## config.mk

```make
export PLATFORM = sky130hd
export DESIGN_NAME = dtc_core
export DESIGN_NICKNAME = d
export VERILOG_FILES = /design/src/shared/dtc_pkg.sv /design/src/core/dtc_timer.sv /design/src/core/dtc_core.sv
export SDC_FILE = /design/constraint.sdc
export NUM_CORES = 1
export LEC_CHECK = 0
export BUFFER_PORTS_ARGS = -buffer_cell sky130_fd_sc_hd__buf_2
export CAP_MARGIN = 0
export CORE_ASPECT_RATIO = 1.75
export CORE_MARGIN = 10
export CORE_UTILIZATION = 40
export CTS_CLUSTER_DIAMETER = 50
export DETAILED_ROUTE_END_ITERATION = 7
export REMOVE_ABC_BUFFERS = 1
export SKIP_CTS_REPAIR_TIMING = 1
export SLEW_MARGIN = 25
export SYNTH_ARGS = -nofsm -noshare
export SYNTH_HDL_FRONTEND = slang
export SYNTH_SLANG_ARGS = --single-unit
```

## constraint.sdc

```tcl
create_clock -name clk_sys -period 4 [get_ports clk_sys]
set_clock_uncertainty 0.15 [all_clocks]
set_input_delay 0.6 -clock clk_sys [delete_from_list [all_inputs] [get_ports clk_sys]]
set_output_delay 0.6 -clock clk_sys [all_outputs]
set_load 0.01 [all_outputs]
```

## src/shared/dtc_pkg.sv

```systemverilog
/*
  dtc_pkg: register map, bit positions, reset values and mode
  encoding of the dual timer/counter block.
  assumes an 8-bit special function register address and data space.
*/
`default_nettype none

package dtc_pkg;

  ////////////////////////////////////////////////////////////////////////////
  // widths
  localparam int unsigned ADDR_W = 8;
  localparam int unsigned DATA_W = 8;

  ////////////////////////////////////////////////////////////////////////////
  // register addresses
  localparam logic [7:0] ADDR_CTL  = 8'h88;  // timer_run_flag_control
  localparam logic [7:0] ADDR_MODE = 8'h89;  // timer_mode_config
  localparam logic [7:0] ADDR_T0L  = 8'h8a;  // timer0_count_low
  localparam logic [7:0] ADDR_T1L  = 8'h8b;  // timer1_count_low
  localparam logic [7:0] ADDR_T0H  = 8'h8c;  // timer0_count_high
  localparam logic [7:0] ADDR_T1H  = 8'h8d;  // timer1_count_high

  ////////////////////////////////////////////////////////////////////////////
  // control register bit positions
  localparam int unsigned BIT_TF1 = 7;
  localparam int unsigned BIT_TR1 = 6;
  localparam int unsigned BIT_TF0 = 5;
  localparam int unsigned BIT_TR0 = 4;
  localparam int unsigned BIT_IE1 = 3;
  localparam int unsigned BIT_IT1 = 2;
  localparam int unsigned BIT_IE0 = 1;
  localparam int unsigned BIT_IT0 = 0;

  ////////////////////////////////////////////////////////////////////////////
  // mode register layout: one nibble per timer
  localparam int unsigned T1_NIB_LSB = 4;
  localparam int unsigned T0_NIB_LSB = 0;
  localparam int unsigned NIB_GATE   = 3;
  localparam int unsigned NIB_CT     = 2;
  localparam int unsigned NIB_MODE   = 0;
  localparam int unsigned MODE_W     = 2;

  ////////////////////////////////////////////////////////////////////////////
  // reset values
  localparam logic [7:0] CTL_RST   = 8'h00;
  localparam logic [7:0] MODE_RST  = 8'h00;
  localparam logic [7:0] COUNT_RST = 8'h00;
  localparam logic [3:0] PIN_RST   = 4'hf;

  ////////////////////////////////////////////////////////////////////////////
  // counter field limits
  localparam logic [4:0] LOW5_FULL = 5'h1f;
  localparam logic [7:0] BYTE_FULL = 8'hff;

  ////////////////////////////////////////////////////////////////////////////
  // timer modes, in mode-field order
  typedef enum logic [1:0] {
    MODE_13BIT,
    MODE_16BIT,
    MODE_RELOAD8,
    MODE_SPLIT
  } dtc_mode_t;

endpackage

`default_nettype wire

```

## src/core/dtc_timer.sv

```systemverilog
/*
  dtc_timer: one timer/counter with its low and high count bytes.
  assumes the count edge and gate pin are already synchronised to clk_sys.
*/
`timescale 1ns/1ps
`default_nettype none

module dtc_timer #(
  parameter bit ALLOW_SPLIT = 1'b0
) (
  // clock and reset
  input  wire logic              clk_sys,
  input  wire logic              rst_n,
  // control
  input  wire logic              run,
  input  wire logic              gate,
  input  wire logic              gate_pin_high,
  input  wire logic              count_sel,
  input  wire logic              count_edge,
  input  wire dtc_pkg::dtc_mode_t mode,
  input  wire logic              alt_run,
  // software load
  input  wire logic              wr_low,
  input  wire logic              wr_high,
  input  wire logic [7:0]        wdata,
  // state
  output wire logic [7:0]        count_low,
  output wire logic [7:0]        count_high,
  output wire logic              ovf,
  output wire logic              ovf_alt
);
  import dtc_pkg::*;

  logic [7:0] low_reg;
  logic [7:0] high_reg;
  logic [7:0] low_next;
  logic [7:0] high_next;
  logic       ovf_c;
  logic       ovf_alt_c;

  ////////////////////////////////////////////////////////////////////////////
  // count enable
  wire tick      = count_sel ? count_edge : 1'b1;
  wire inc       = run & (~gate | gate_pin_high) & tick;
  wire low5_full = (low_reg[4:0] == LOW5_FULL);
  wire low_full  = (low_reg == BYTE_FULL);
  wire high_full = (high_reg == BYTE_FULL);

  ////////////////////////////////////////////////////////////////////////////
  // next count
  always_comb begin
    low_next  = low_reg;
    high_next = high_reg;
    ovf_c     = 1'b0;
    ovf_alt_c = 1'b0;
    unique case (mode)
      MODE_13BIT: begin
        if (inc) begin
          low_next = {low_reg[7:5], low_reg[4:0] + 5'h01};
          if (low5_full) begin
            high_next = high_reg + 8'h01;
            ovf_c     = high_full;
          end
        end
      end
      MODE_16BIT: begin
        if (inc) begin
          low_next = low_reg + 8'h01;
          if (low_full) begin
            high_next = high_reg + 8'h01;
            ovf_c     = high_full;
          end
        end
      end
      MODE_RELOAD8: begin
        if (inc) begin
          low_next = low_full ? high_reg : low_reg + 8'h01;
          ovf_c    = low_full;
        end
      end
      MODE_SPLIT: begin
        if (ALLOW_SPLIT) begin
          if (inc) begin
            low_next = low_reg + 8'h01;
            ovf_c    = low_full;
          end
          if (alt_run) begin
            high_next = high_reg + 8'h01;
            ovf_alt_c = high_full;
          end
        end
      end
    endcase
    if (wr_low) begin
      low_next = wdata;
    end
    if (wr_high) begin
      high_next = wdata;
    end
  end

  ////////////////////////////////////////////////////////////////////////////
  // count registers
  always_ff @(posedge clk_sys) begin
    if (!rst_n) begin
      low_reg  <= COUNT_RST;
      high_reg <= COUNT_RST;
    end else begin
      low_reg  <= low_next;
      high_reg <= high_next;
    end
  end

  assign count_low  = low_reg;
  assign count_high = high_reg;
  assign ovf        = ovf_c;
  assign ovf_alt    = ovf_alt_c;
endmodule

`default_nettype wire

```

## src/core/dtc_core.sv

```systemverilog
/*
  dtc_core: two timer/counters with their shared run/flag control
  register, the mode register and the external interrupt request flags.
  assumes a single-cycle register port from the core, vector pulses from
  the interrupt controller on clk_sys, and asynchronous external pins.
*/
// The implementer's own choice: the plain strobed port.
// Notes on behaviour
// - timer one overflow sets control bit 7; in timer zero split mode the timer zero high byte overflow sets it
// - timer one overflow flag clears when its service routine is vectored
// - timer zero overflow sets bit 5, cleared on vectoring
// - bit 6 runs timer one; zero stops it unless timer zero is in split mode
// - bit 4 runs timer zero; zero stops it, except the timer zero high byte in split mode, which bit 6 runs
// - pin b falling edge or low level sets request flag bit 3
// - pin a falling edge or low level sets request flag bit 1
// - edge flags clear on vectoring; level flags follow the pin
// - trigger type bits 2 and 0: one is edge, zero is level
// - the four external bits never affect the timers
// - timer zero high and low bytes at 8c and 8a
// - timer one high and low bytes at 8d and 8b
// - mode 0 counts 13 bits: high byte plus low five bits
// - wrap from all ones to zero sets the overflow flag
// - count only when run is one and gate off or pin high; in timer zero split mode bit 6 alone runs the timer zero high byte and timer one ignores bit 6
// - no prescaler: timer input advances every core clock
// - setting run leaves the count untouched
// - mode 1 is mode 0 with all sixteen bits
// - both timers behave alike with their own bits and pins, except split mode, which only timer zero has
// - two-bit mode field picks 13-bit, 16-bit, reload or split mode
// - timer function increments once per core clock
// - counter function counts sampled high-then-low transitions of its pin
// - counter select picks the count pin, else the core clock
`timescale 1ns/1ps
`default_nettype none

module dtc_core (
  // clock and reset
  input  wire logic                   clk_sys,
  input  wire logic                   rst_n,
  // register port
  input  wire logic [dtc_pkg::ADDR_W-1:0] sfr_addr,
  input  wire logic [dtc_pkg::DATA_W-1:0] sfr_wdata,
  input  wire logic                   sfr_wr,
  input  wire logic                   sfr_rd,
  output wire logic [dtc_pkg::DATA_W-1:0] sfr_rdata,
  // vectoring pulses
  input  wire logic                   vec_tmr0,
  input  wire logic                   vec_tmr1,
  input  wire logic                   vec_ext_a,
  input  wire logic                   vec_ext_b,
  // external pins
  input  wire logic                   ext_irq_pin_a,
  input  wire logic                   ext_irq_pin_b,
  input  wire logic                   count_pin_zero,
  input  wire logic                   count_pin_one,
  // request flags
  output wire logic                   timer_zero_overflow_flag,
  output wire logic                   timer_one_overflow_flag,
  output wire logic                   ext_irq_a_request_flag,
  output wire logic                   ext_irq_b_request_flag
);
  import dtc_pkg::*;

  localparam int unsigned PIN_A  = 0;
  localparam int unsigned PIN_B  = 1;
  localparam int unsigned PIN_C0 = 2;
  localparam int unsigned PIN_C1 = 3;

  logic [7:0] ctl_reg;
  logic [7:0] mode_reg;
  logic [7:0] rdata_reg;
  logic [3:0] pin_s1_reg;
  logic [3:0] pin_s2_reg;
  logic [3:0] pin_s3_reg;
  logic [3:0] pin_lvl_reg;
  logic [3:0] pin_prev_reg;
  wire  [7:0] ctl_next;
  wire  [7:0] t0_low;
  wire  [7:0] t0_high;
  wire  [7:0] t1_low;
  wire  [7:0] t1_high;
  wire        t0_ovf;
  wire        t0_ovf_alt;
  wire        t1_ovf;

  ////////////////////////////////////////////////////////////////////////////
  // helpers
  function automatic logic flag_upd(input logic cur, input logic set,
                                    input logic clr, input logic wr,
                                    input logic wbit);
    flag_upd = set | (wr ? wbit : (cur & ~clr));
  endfunction

  function automatic logic [3:0] settle(input logic [3:0] lvl,
                                        input logic [3:0] a,
                                        input logic [3:0] b);
    settle = (a & b) | (lvl & (a ^ b));
  endfunction

  ////////////////////////////////////////////////////////////////////////////
  // pin synchronisers: a change counts once stages two and three agree
  wire [3:0] pin_raw  = {count_pin_one, count_pin_zero, ext_irq_pin_b, ext_irq_pin_a};
  wire [3:0] lvl_next = settle(pin_lvl_reg, pin_s2_reg, pin_s3_reg);
  wire [3:0] pin_fall = pin_prev_reg & ~pin_lvl_reg;

  always_ff @(posedge clk_sys) begin
    if (!rst_n) begin
      pin_s1_reg   <= PIN_RST;
      pin_s2_reg   <= PIN_RST;
      pin_s3_reg   <= PIN_RST;
      pin_lvl_reg  <= PIN_RST;
      pin_prev_reg <= PIN_RST;
    end else begin
      pin_s1_reg   <= pin_raw;
      pin_s2_reg   <= pin_s1_reg;
      pin_s3_reg   <= pin_s2_reg;
      pin_lvl_reg  <= lvl_next;
      pin_prev_reg <= pin_lvl_reg;
    end
  end

  ////////////////////////////////////////////////////////////////////////////
  // register decode
  wire wr_ctl  = sfr_wr && (sfr_addr == ADDR_CTL);
  wire wr_mode = sfr_wr && (sfr_addr == ADDR_MODE);
  wire wr_t0l  = sfr_wr && (sfr_addr == ADDR_T0L);
  wire wr_t0h  = sfr_wr && (sfr_addr == ADDR_T0H);
  wire wr_t1l  = sfr_wr && (sfr_addr == ADDR_T1L);
  wire wr_t1h  = sfr_wr && (sfr_addr == ADDR_T1H);

  wire [7:0] rd_mux =
    (sfr_addr == ADDR_CTL)  ? ctl_reg  :
    (sfr_addr == ADDR_MODE) ? mode_reg :
    (sfr_addr == ADDR_T0L)  ? t0_low   :
    (sfr_addr == ADDR_T0H)  ? t0_high  :
    (sfr_addr == ADDR_T1L)  ? t1_low   :
    (sfr_addr == ADDR_T1H)  ? t1_high  : 8'h00;

  ////////////////////////////////////////////////////////////////////////////
  // mode field decode
  wire [3:0] t0_nib = mode_reg[T0_NIB_LSB +: 4];
  wire [3:0] t1_nib = mode_reg[T1_NIB_LSB +: 4];
  wire dtc_mode_t t0_mode = dtc_mode_t'(t0_nib[NIB_MODE +: MODE_W]);
  wire dtc_mode_t t1_mode = dtc_mode_t'(t1_nib[NIB_MODE +: MODE_W]);
  wire t0_split = (t0_mode == MODE_SPLIT);
  wire tr0      = ctl_reg[BIT_TR0];
  wire tr1      = ctl_reg[BIT_TR1];
  // timer one keeps running while timer zero borrows its run bit
  wire t1_run   = t0_split ? 1'b1 : tr1;
  wire tf1_set  = t0_split ? t0_ovf_alt : t1_ovf;

  ////////////////////////////////////////////////////////////////////////////
  // timers
  dtc_timer #(
    .ALLOW_SPLIT (1'b1)
  ) u_timer0 (
    .clk_sys       (clk_sys),
    .rst_n         (rst_n),
    .run           (tr0),
    .gate          (t0_nib[NIB_GATE]),
    .gate_pin_high (pin_lvl_reg[PIN_A]),
    .count_sel     (t0_nib[NIB_CT]),
    .count_edge    (pin_fall[PIN_C0]),
    .mode          (t0_mode),
    .alt_run       (tr1),
    .wr_low        (wr_t0l),
    .wr_high       (wr_t0h),
    .wdata         (sfr_wdata),
    .count_low     (t0_low),
    .count_high    (t0_high),
    .ovf           (t0_ovf),
    .ovf_alt       (t0_ovf_alt)
  );

  dtc_timer #(
    .ALLOW_SPLIT (1'b0)
  ) u_timer1 (
    .clk_sys       (clk_sys),
    .rst_n         (rst_n),
    .run           (t1_run),
    .gate          (t1_nib[NIB_GATE]),
    .gate_pin_high (pin_lvl_reg[PIN_B]),
    .count_sel     (t1_nib[NIB_CT]),
    .count_edge    (pin_fall[PIN_C1]),
    .mode          (t1_mode),
    .alt_run       (1'b0),
    .wr_low        (wr_t1l),
    .wr_high       (wr_t1h),
    .wdata         (sfr_wdata),
    .count_low     (t1_low),
    .count_high    (t1_high),
    .ovf           (t1_ovf),
    .ovf_alt       ()
  );

  ////////////////////////////////////////////////////////////////////////////
  // control register next value; hardware set wins over any clear
  wire it0      = ctl_reg[BIT_IT0];
  wire it1      = ctl_reg[BIT_IT1];
  wire a_low    = ~pin_lvl_reg[PIN_A];
  wire b_low    = ~pin_lvl_reg[PIN_B];
  wire ie0_set  = it0 ? pin_fall[PIN_A] : a_low;
  wire ie1_set  = it1 ? pin_fall[PIN_B] : b_low;
  wire ie0_clr  = it0 ? vec_ext_a : 1'b1;
  wire ie1_clr  = it1 ? vec_ext_b : 1'b1;

  assign ctl_next[BIT_TF1] = flag_upd(ctl_reg[BIT_TF1], tf1_set, vec_tmr1,
                                      wr_ctl, sfr_wdata[BIT_TF1]);
  assign ctl_next[BIT_TF0] = flag_upd(ctl_reg[BIT_TF0], t0_ovf, vec_tmr0,
                                      wr_ctl, sfr_wdata[BIT_TF0]);
  assign ctl_next[BIT_IE1] = flag_upd(ctl_reg[BIT_IE1], ie1_set, ie1_clr,
                                      wr_ctl, sfr_wdata[BIT_IE1]);
  assign ctl_next[BIT_IE0] = flag_upd(ctl_reg[BIT_IE0], ie0_set, ie0_clr,
                                      wr_ctl, sfr_wdata[BIT_IE0]);
  assign ctl_next[BIT_TR1] = wr_ctl ? sfr_wdata[BIT_TR1] : tr1;
  assign ctl_next[BIT_TR0] = wr_ctl ? sfr_wdata[BIT_TR0] : tr0;
  assign ctl_next[BIT_IT1] = wr_ctl ? sfr_wdata[BIT_IT1] : it1;
  assign ctl_next[BIT_IT0] = wr_ctl ? sfr_wdata[BIT_IT0] : it0;

  ////////////////////////////////////////////////////////////////////////////
  // registers
  always_ff @(posedge clk_sys) begin
    if (!rst_n) begin
      ctl_reg   <= CTL_RST;
      mode_reg  <= MODE_RST;
      rdata_reg <= 8'h00;
    end else begin
      ctl_reg   <= ctl_next;
      mode_reg  <= wr_mode ? sfr_wdata : mode_reg;
      rdata_reg <= sfr_rd ? rd_mux : 8'h00;
    end
  end

  assign sfr_rdata                = rdata_reg;
  assign timer_zero_overflow_flag = ctl_reg[BIT_TF0];
  assign timer_one_overflow_flag  = ctl_reg[BIT_TF1];
  assign ext_irq_a_request_flag   = ctl_reg[BIT_IE0];
  assign ext_irq_b_request_flag   = ctl_reg[BIT_IE1];

  wire no_t0_wr = !wr_t0l && !wr_t0h;
  wire no_t1_wr = !wr_t1l && !wr_t1h;
endmodule

`default_nettype wire

```

==> impl_metrics.csv, run 1 <==
group,metric,value,unit
finish,nets,587,
grt,grt_pass1_wl,22.4,mm
min_path,hold_end,"pin_s2_reg[0]",
placement,dpl_cell_area,4570,um^2
placement,hpwl,10.1,mm
yosys,ys_warn_count,0,
grt,grt_pass1_vias,4090,
clock_network,cts_buffer_depth,2,
setup_path,worst-endpoint-required,4120,ps
yosys,yosysUniqueCellTypes,66,
run,drv_cap,0,
grt,overflow,0,
sta,final.period_utilization,0.717,
setup_path,cp-end-kind,"register",
grt,grt_max_degree,37,
yosys,synth_fa_ha_area_frac,0.0554,
finish,final_common_cell,"dfxtp_1",
clock_network,cts_tree,"yes",
setup_path,path_class,"register to register",
route,drt-wirelength-per-cell,20.5,um
yosys,synth_xor_area_frac,0.0306,
yosys,syn_area,4290,um^2
clock_network,cts-root-buf,"clkbuf_16",
yosys,synth_mux_area_frac,0.0327,
setup_path,r2r_end,"u_timer0.count_high[0]",
power,p_leak,1.75,nW
route,vias_per_cell,6.00,
clock_network,cts.htree.levels,3,
setup_path,r2r_start,"u_timer0.count_low[0]",
floorplanning,fp.dieH,157,um
floorplanning,rows,50,
power,powerDensity,348,nW/um^2
outcome,run_status,"complete, no violations",
grt,grt_use_total,0.181,
power,irDropWorstVdd,0.236,mV
floorplanning,coreArea,10600,um^2
min_path,hold_class,"register to register",
floorplanning,die_w,98.3,um
yosys,ys_seq_area_frac,0.355,
yosys,syn_avg_cell_area,8.35,um^2
setup_path,r2r_slack,1130,ps
clock_network,cts_sinks,76,
finish,drive_gt1_frac,0.143,
route,vias,4053,
clock_network,path_clk_slew,60,ps
placement,place_congestion,0.959,
finish,diodes,0,
power,fin_total_pwr,1.70,mW
placement,io_buffer_count,39,
yosys,yosys.area_share.simple,0.231,
route,first_pass_iters,5,
yosys,synth_flop_cell,"dfxtp_1",
clock_network,clock_latency,340,ps
route,drt_wl_total,13.8,mm
sta,setup_violations,0,
finish,seq_area,1520,um^2
setup_path,startpoint_type,"register",
setup_path,reg2reg_depth,8,
setup_path,crit_fanout,6,
clock_network,cts_inserted_buffers,9,
setup_path,crit_arrival,2980,ps
yosys,synth-compound-area-share,0.251,
finish,final_area,4880,um^2
yosys,async_flop_share,0,
sta,tightestPinTransition,755,ps
sta,setup_tns,0,ps
sta,drv_slew,0,
sta,max_freq,0.349,GHz
grt,grt_antenna_before_repair,0,
floorplanning,io_pins,40,
sta,hold_viol_final,0,
floorplanning,initial_core_util,0.406,
finish,fillers,1053,
yosys,synth-edff-count,0,
finish,syn2layout_area_growth,13.8,%
route,drc,0,
finish,most-common-layout-cells,"76 x dfxtp_1, 45 x o21ai_0, 43 x a21oi_1",
sta,slew_headroom,0.492,
sta,rsz0062_at_grt,"no",
floorplanning,dieArea,15400,um^2
yosys,synth_top_family_by_area,"compound AO/OA/AOI/OAI gates",
sta,fin_crit,2870,ps
min_path,hp-start,"pin_s1_reg[0]",
yosys,ys_ff_latch,76,
route,ant_nets,0,
yosys,synth_cells,514,
finish,multi_input_area,2580,um^2
min_path,hold_depth,1,
route,first_iter_violations,286,
==> cell type report <==
type | instances | area share
repair buffers | 43 | 0.0461
clock buffers | 10 | 0.0489
well taps | 130 | 0.0333
multi-input cells | 388 | 0.529
flip-flops and latches | 76 | 0.312
inverters | 22 | 0.0169
clock inverters | 6 | 0.0146
==> critical path, cell delays in order (launching register included) <==
cell	delay, ps
dfxtp_1	440
ha_1	340
and3_2	220
ha_1	170
o22ai_1	150
a2111oi_4	570
nor2_2	140
or4b_4	540
o211ai_2	80
==> Yosys cell counts (all sizes together) (6+ instances only) <==
master	count	area, um^2
nand4	9	71.3
o211ai	10	80.1
nor3	14	75.1
o221ai	10	105
a211o	6	52.6
dfxtp	76	1520
o21ai	45	225
a22oi	9	67.6
nand3	25	125
or3	7	43.8
buf	7	32.5
a21oi	43	215
mux2i	14	140
clkbuf	21	80.1
nand2b	21	131
ha	19	238
xor2	10	87.6
nor2	37	141
inv	22	82.6
nand2	41	154
a211oi	6	45.0
==> per-stage QoR <==
stage	util	setup WS (ps)	hold slack, ps	std cells
after floorplan	-	921	236	486
after global placement	0.433	1200	241	659
after detailed placement	0.433	1140	247	659
after CTS	0.462	1160	262	675
after global routing	0.462	988	275	675
final	0.462	1130	258	675
==> routing by layer <==
layer,vias to the layer above,GRT usage,wire length (um)
li1,1947,-,-
met1,1910,0.187,5390
met2,152,0.322,7140
met3,44,0.0338,527
met4,0,0.125,796
met5,-,0,0
==> report_power, final <==
part / leakage, nW / internal [mW] / switching [mW] / total, mW
Sequential: 0.616 / 0.766 / 0.00537 / 0.771
Combinational: 0.986 / 0.0272 / 0.0565 / 0.0836
Clock: 0.146 / 0.506 / 0.341 / 0.846
==> cell families (layout without fill, tap and decap cells) <==
kind of cell	Yosys count	in the layout
AO/OA/AOI/OAI	160	160
XOR/XNOR	15	15
AND/OR/NAND/NOR	180	180
multiplexers	14	14
buffers and inverters	50	81
flip-flops	76	76
adder cells (fa/ha/maj)	19	19
==> how the worst max path moves through the flow <==
stage,startpoint,endpoint,slack [ps],cells after the start
floorplan,sfr_addr[5],ctl_reg[1],920,6
global placement,sfr_addr[5],mode_reg[3],1200,7
detailed placement,sfr_addr[5],mode_reg[5],1140,7
CTS,u_timer0.count_low[0],u_timer0.count_high[0],1160,8
global route,u_timer0.count_low[0],u_timer0.count_high[0],990,8
finish,u_timer0.count_low[0],u_timer0.count_high[0],1130,8
(Power assumes the default switching activity.)
==> run 2, diff against run 1 <==
==> constraint.sdc (replaced) <==
create_clock -name clk_sys -period 2.5 [get_ports clk_sys]
set_clock_uncertainty 0.15 [all_clocks]
set_input_delay 0.375 -clock clk_sys [delete_from_list [all_inputs] [get_ports clk_sys]]
set_output_delay 0.375 -clock clk_sys [all_outputs]
set_load 0.01 [all_outputs]
==> impl_metrics.csv, run 2 (synthesized netlist as in run 1, its figures left out) <==
group,metric,value,unit
grt,overflow,0,
sta,max_freq,0.423,GHz
setup_path,crit_fanout,6,
sta,tightestPinTransition,637,ps
placement,hpwl,11.2,mm
finish,final_common_cell,"dfxtp_1",
placement,dp.cells,695,
route,vias_per_cell,5.92,
power,powerDensity,540,nW/um^2
sta,worst_slack,135,ps
finish,most-common-layout-cells,"74 x dfxtp_1, 44 x o21ai_0, 43 x a21oi_1",
grt,grt_antenna_before_repair,0,
route,first_pass_iters,5,
min_path,hp-start,"ext_irq_pin_b",
grt,grt_use_total,0.188,
power,irDropWorstVdd,0.352,mV
placement,dpl_cell_area,4840,um^2
finish,fin_cells,710,
finish,final_area,5180,um^2
setup_path,crit_family,"simple AND/OR/NAND/NOR gates",
floorplanning,dieArea,15400,um^2
setup_path,worst-endpoint-required,2600,ps
min_path,hold_class,"input pin to register",
sta,drv_slew,0,
floorplanning,die_w,98.3,um
sta,setup_violations,0,
sta,final.period_utilization,0.946,
run,drv_cap,0,
placement,place_congestion,0.974,
floorplanning,coreArea,10600,um^2
setup_path,startpoint_type,"register",
finish,fillers,1032,
placement,io_buffer_count,39,
setup_path,crit_path_start,"u_timer1.count_low[1]",
grt,grt_pass1_vias,4259,
finish,drive_gt1_frac,0.205,
sta,hold_viol_final,0,
sta,slew_headroom,0.572,
sta,holdWs,69.7,ps
route,wl_met2,7.84,mm
clock_network,path_clk_slew,60,ps
setup_path,critPathSlowestCell,"dfxtp_2",
clock_network,cts_tree,"yes",
finish,diodes,0,
power,p_leak,1.93,nW
setup_path,cp_slowest_stage_delay,390,ps
floorplanning,rows,50,
finish,nets,623,
setup_path,cp-end-kind,"register",
finish,final_util,0.490,
clock_network,cts_sinks,76,
route,drt-wirelength-per-cell,20.9,um
sta,rsz0062_at_grt,"no",
route,dr_wl_met3,604,um
setup_path,crit_arrival,2470,ps
route,vias,4204,
power,fin_total_pwr,2.80,mW
floorplanning,initial_core_util,0.406,
placement,dp_slack,-19.2,ps
finish,syn2layout_area_growth,20.7,%
clock_network,clock_latency,340,ps
floorplanning,io_pins,40,
route,first_iter_violations,311,
route,wl_met1,5.51,mm
route,drc,0,
route,top_layer_used,"met4",
grt,grt_max_degree,28,
floorplanning,fp.dieH,157,um
clock_network,cts_buffer_depth,2,
sta,fin_crit,2360,ps
outcome,run_status,"complete, no violations",
clock_network,cts_inserted_buffers,9,
clock_network,cts-root-buf,"clkbuf_16",
route,ant_nets,0,
setup_path,r2r_start,"u_timer1.count_low[1]",
route,drt_wl_total,14.8,mm
setup_path,critPathBufInv,1,
setup_path,crit_chain,"ha_2 -> nand3_1 -> inv_1 -> ha_1 -> nand2_1 -> o21ai_1 -> and3_4 -> nand3_2 -> or3_1 -> a311oi_1",
sta,setup_tns,0,ps
clock_network,cts.htree.levels,3,
setup_path,path_class,"register to register",
grt,grt_pass1_wl,23.1,mm
## run 2: routing by layer
layer | vias to the layer above | GRT usage
li1 | 2019 | -
met1 | 2003 | 0.192
met2 | 130 | 0.338
met3 | 52 | 0.0316
met4 | 0 | 0.134
met5 | - | 0
## run 2: cell type report
class,instances,area (um^2),area share
inverters,22,82.6,0.0159
clock buffers,9,225,0.0435
multi-input cells,388,2600,0.502
well taps,130,163,0.0314
clock inverters,6,88.8,0.0171
flip-flops and latches,76,1530,0.295
repair buffers,79,495,0.0956
## run 2: final timing paths
kind / cells past startpoint / endpoint / slack [ps]
worst max-delay path: 10 / u_timer1.count_high[7] / 140
worst min-delay path: 2 / pin_s1_reg[1] / 70
worst max register to register: 10 / u_timer1.count_high[7] / 140
worst min register to register: 1 / pin_s2_reg[0] / 250
## run 2: where the power goes
group	internal [mW]	switching, mW	leakage, nW
combinational	0.0510	0.0944	1.16
sequential	1.22	0.00820	0.617
clock	0.871	0.548	0.148
total	2.15	0.651	1.93
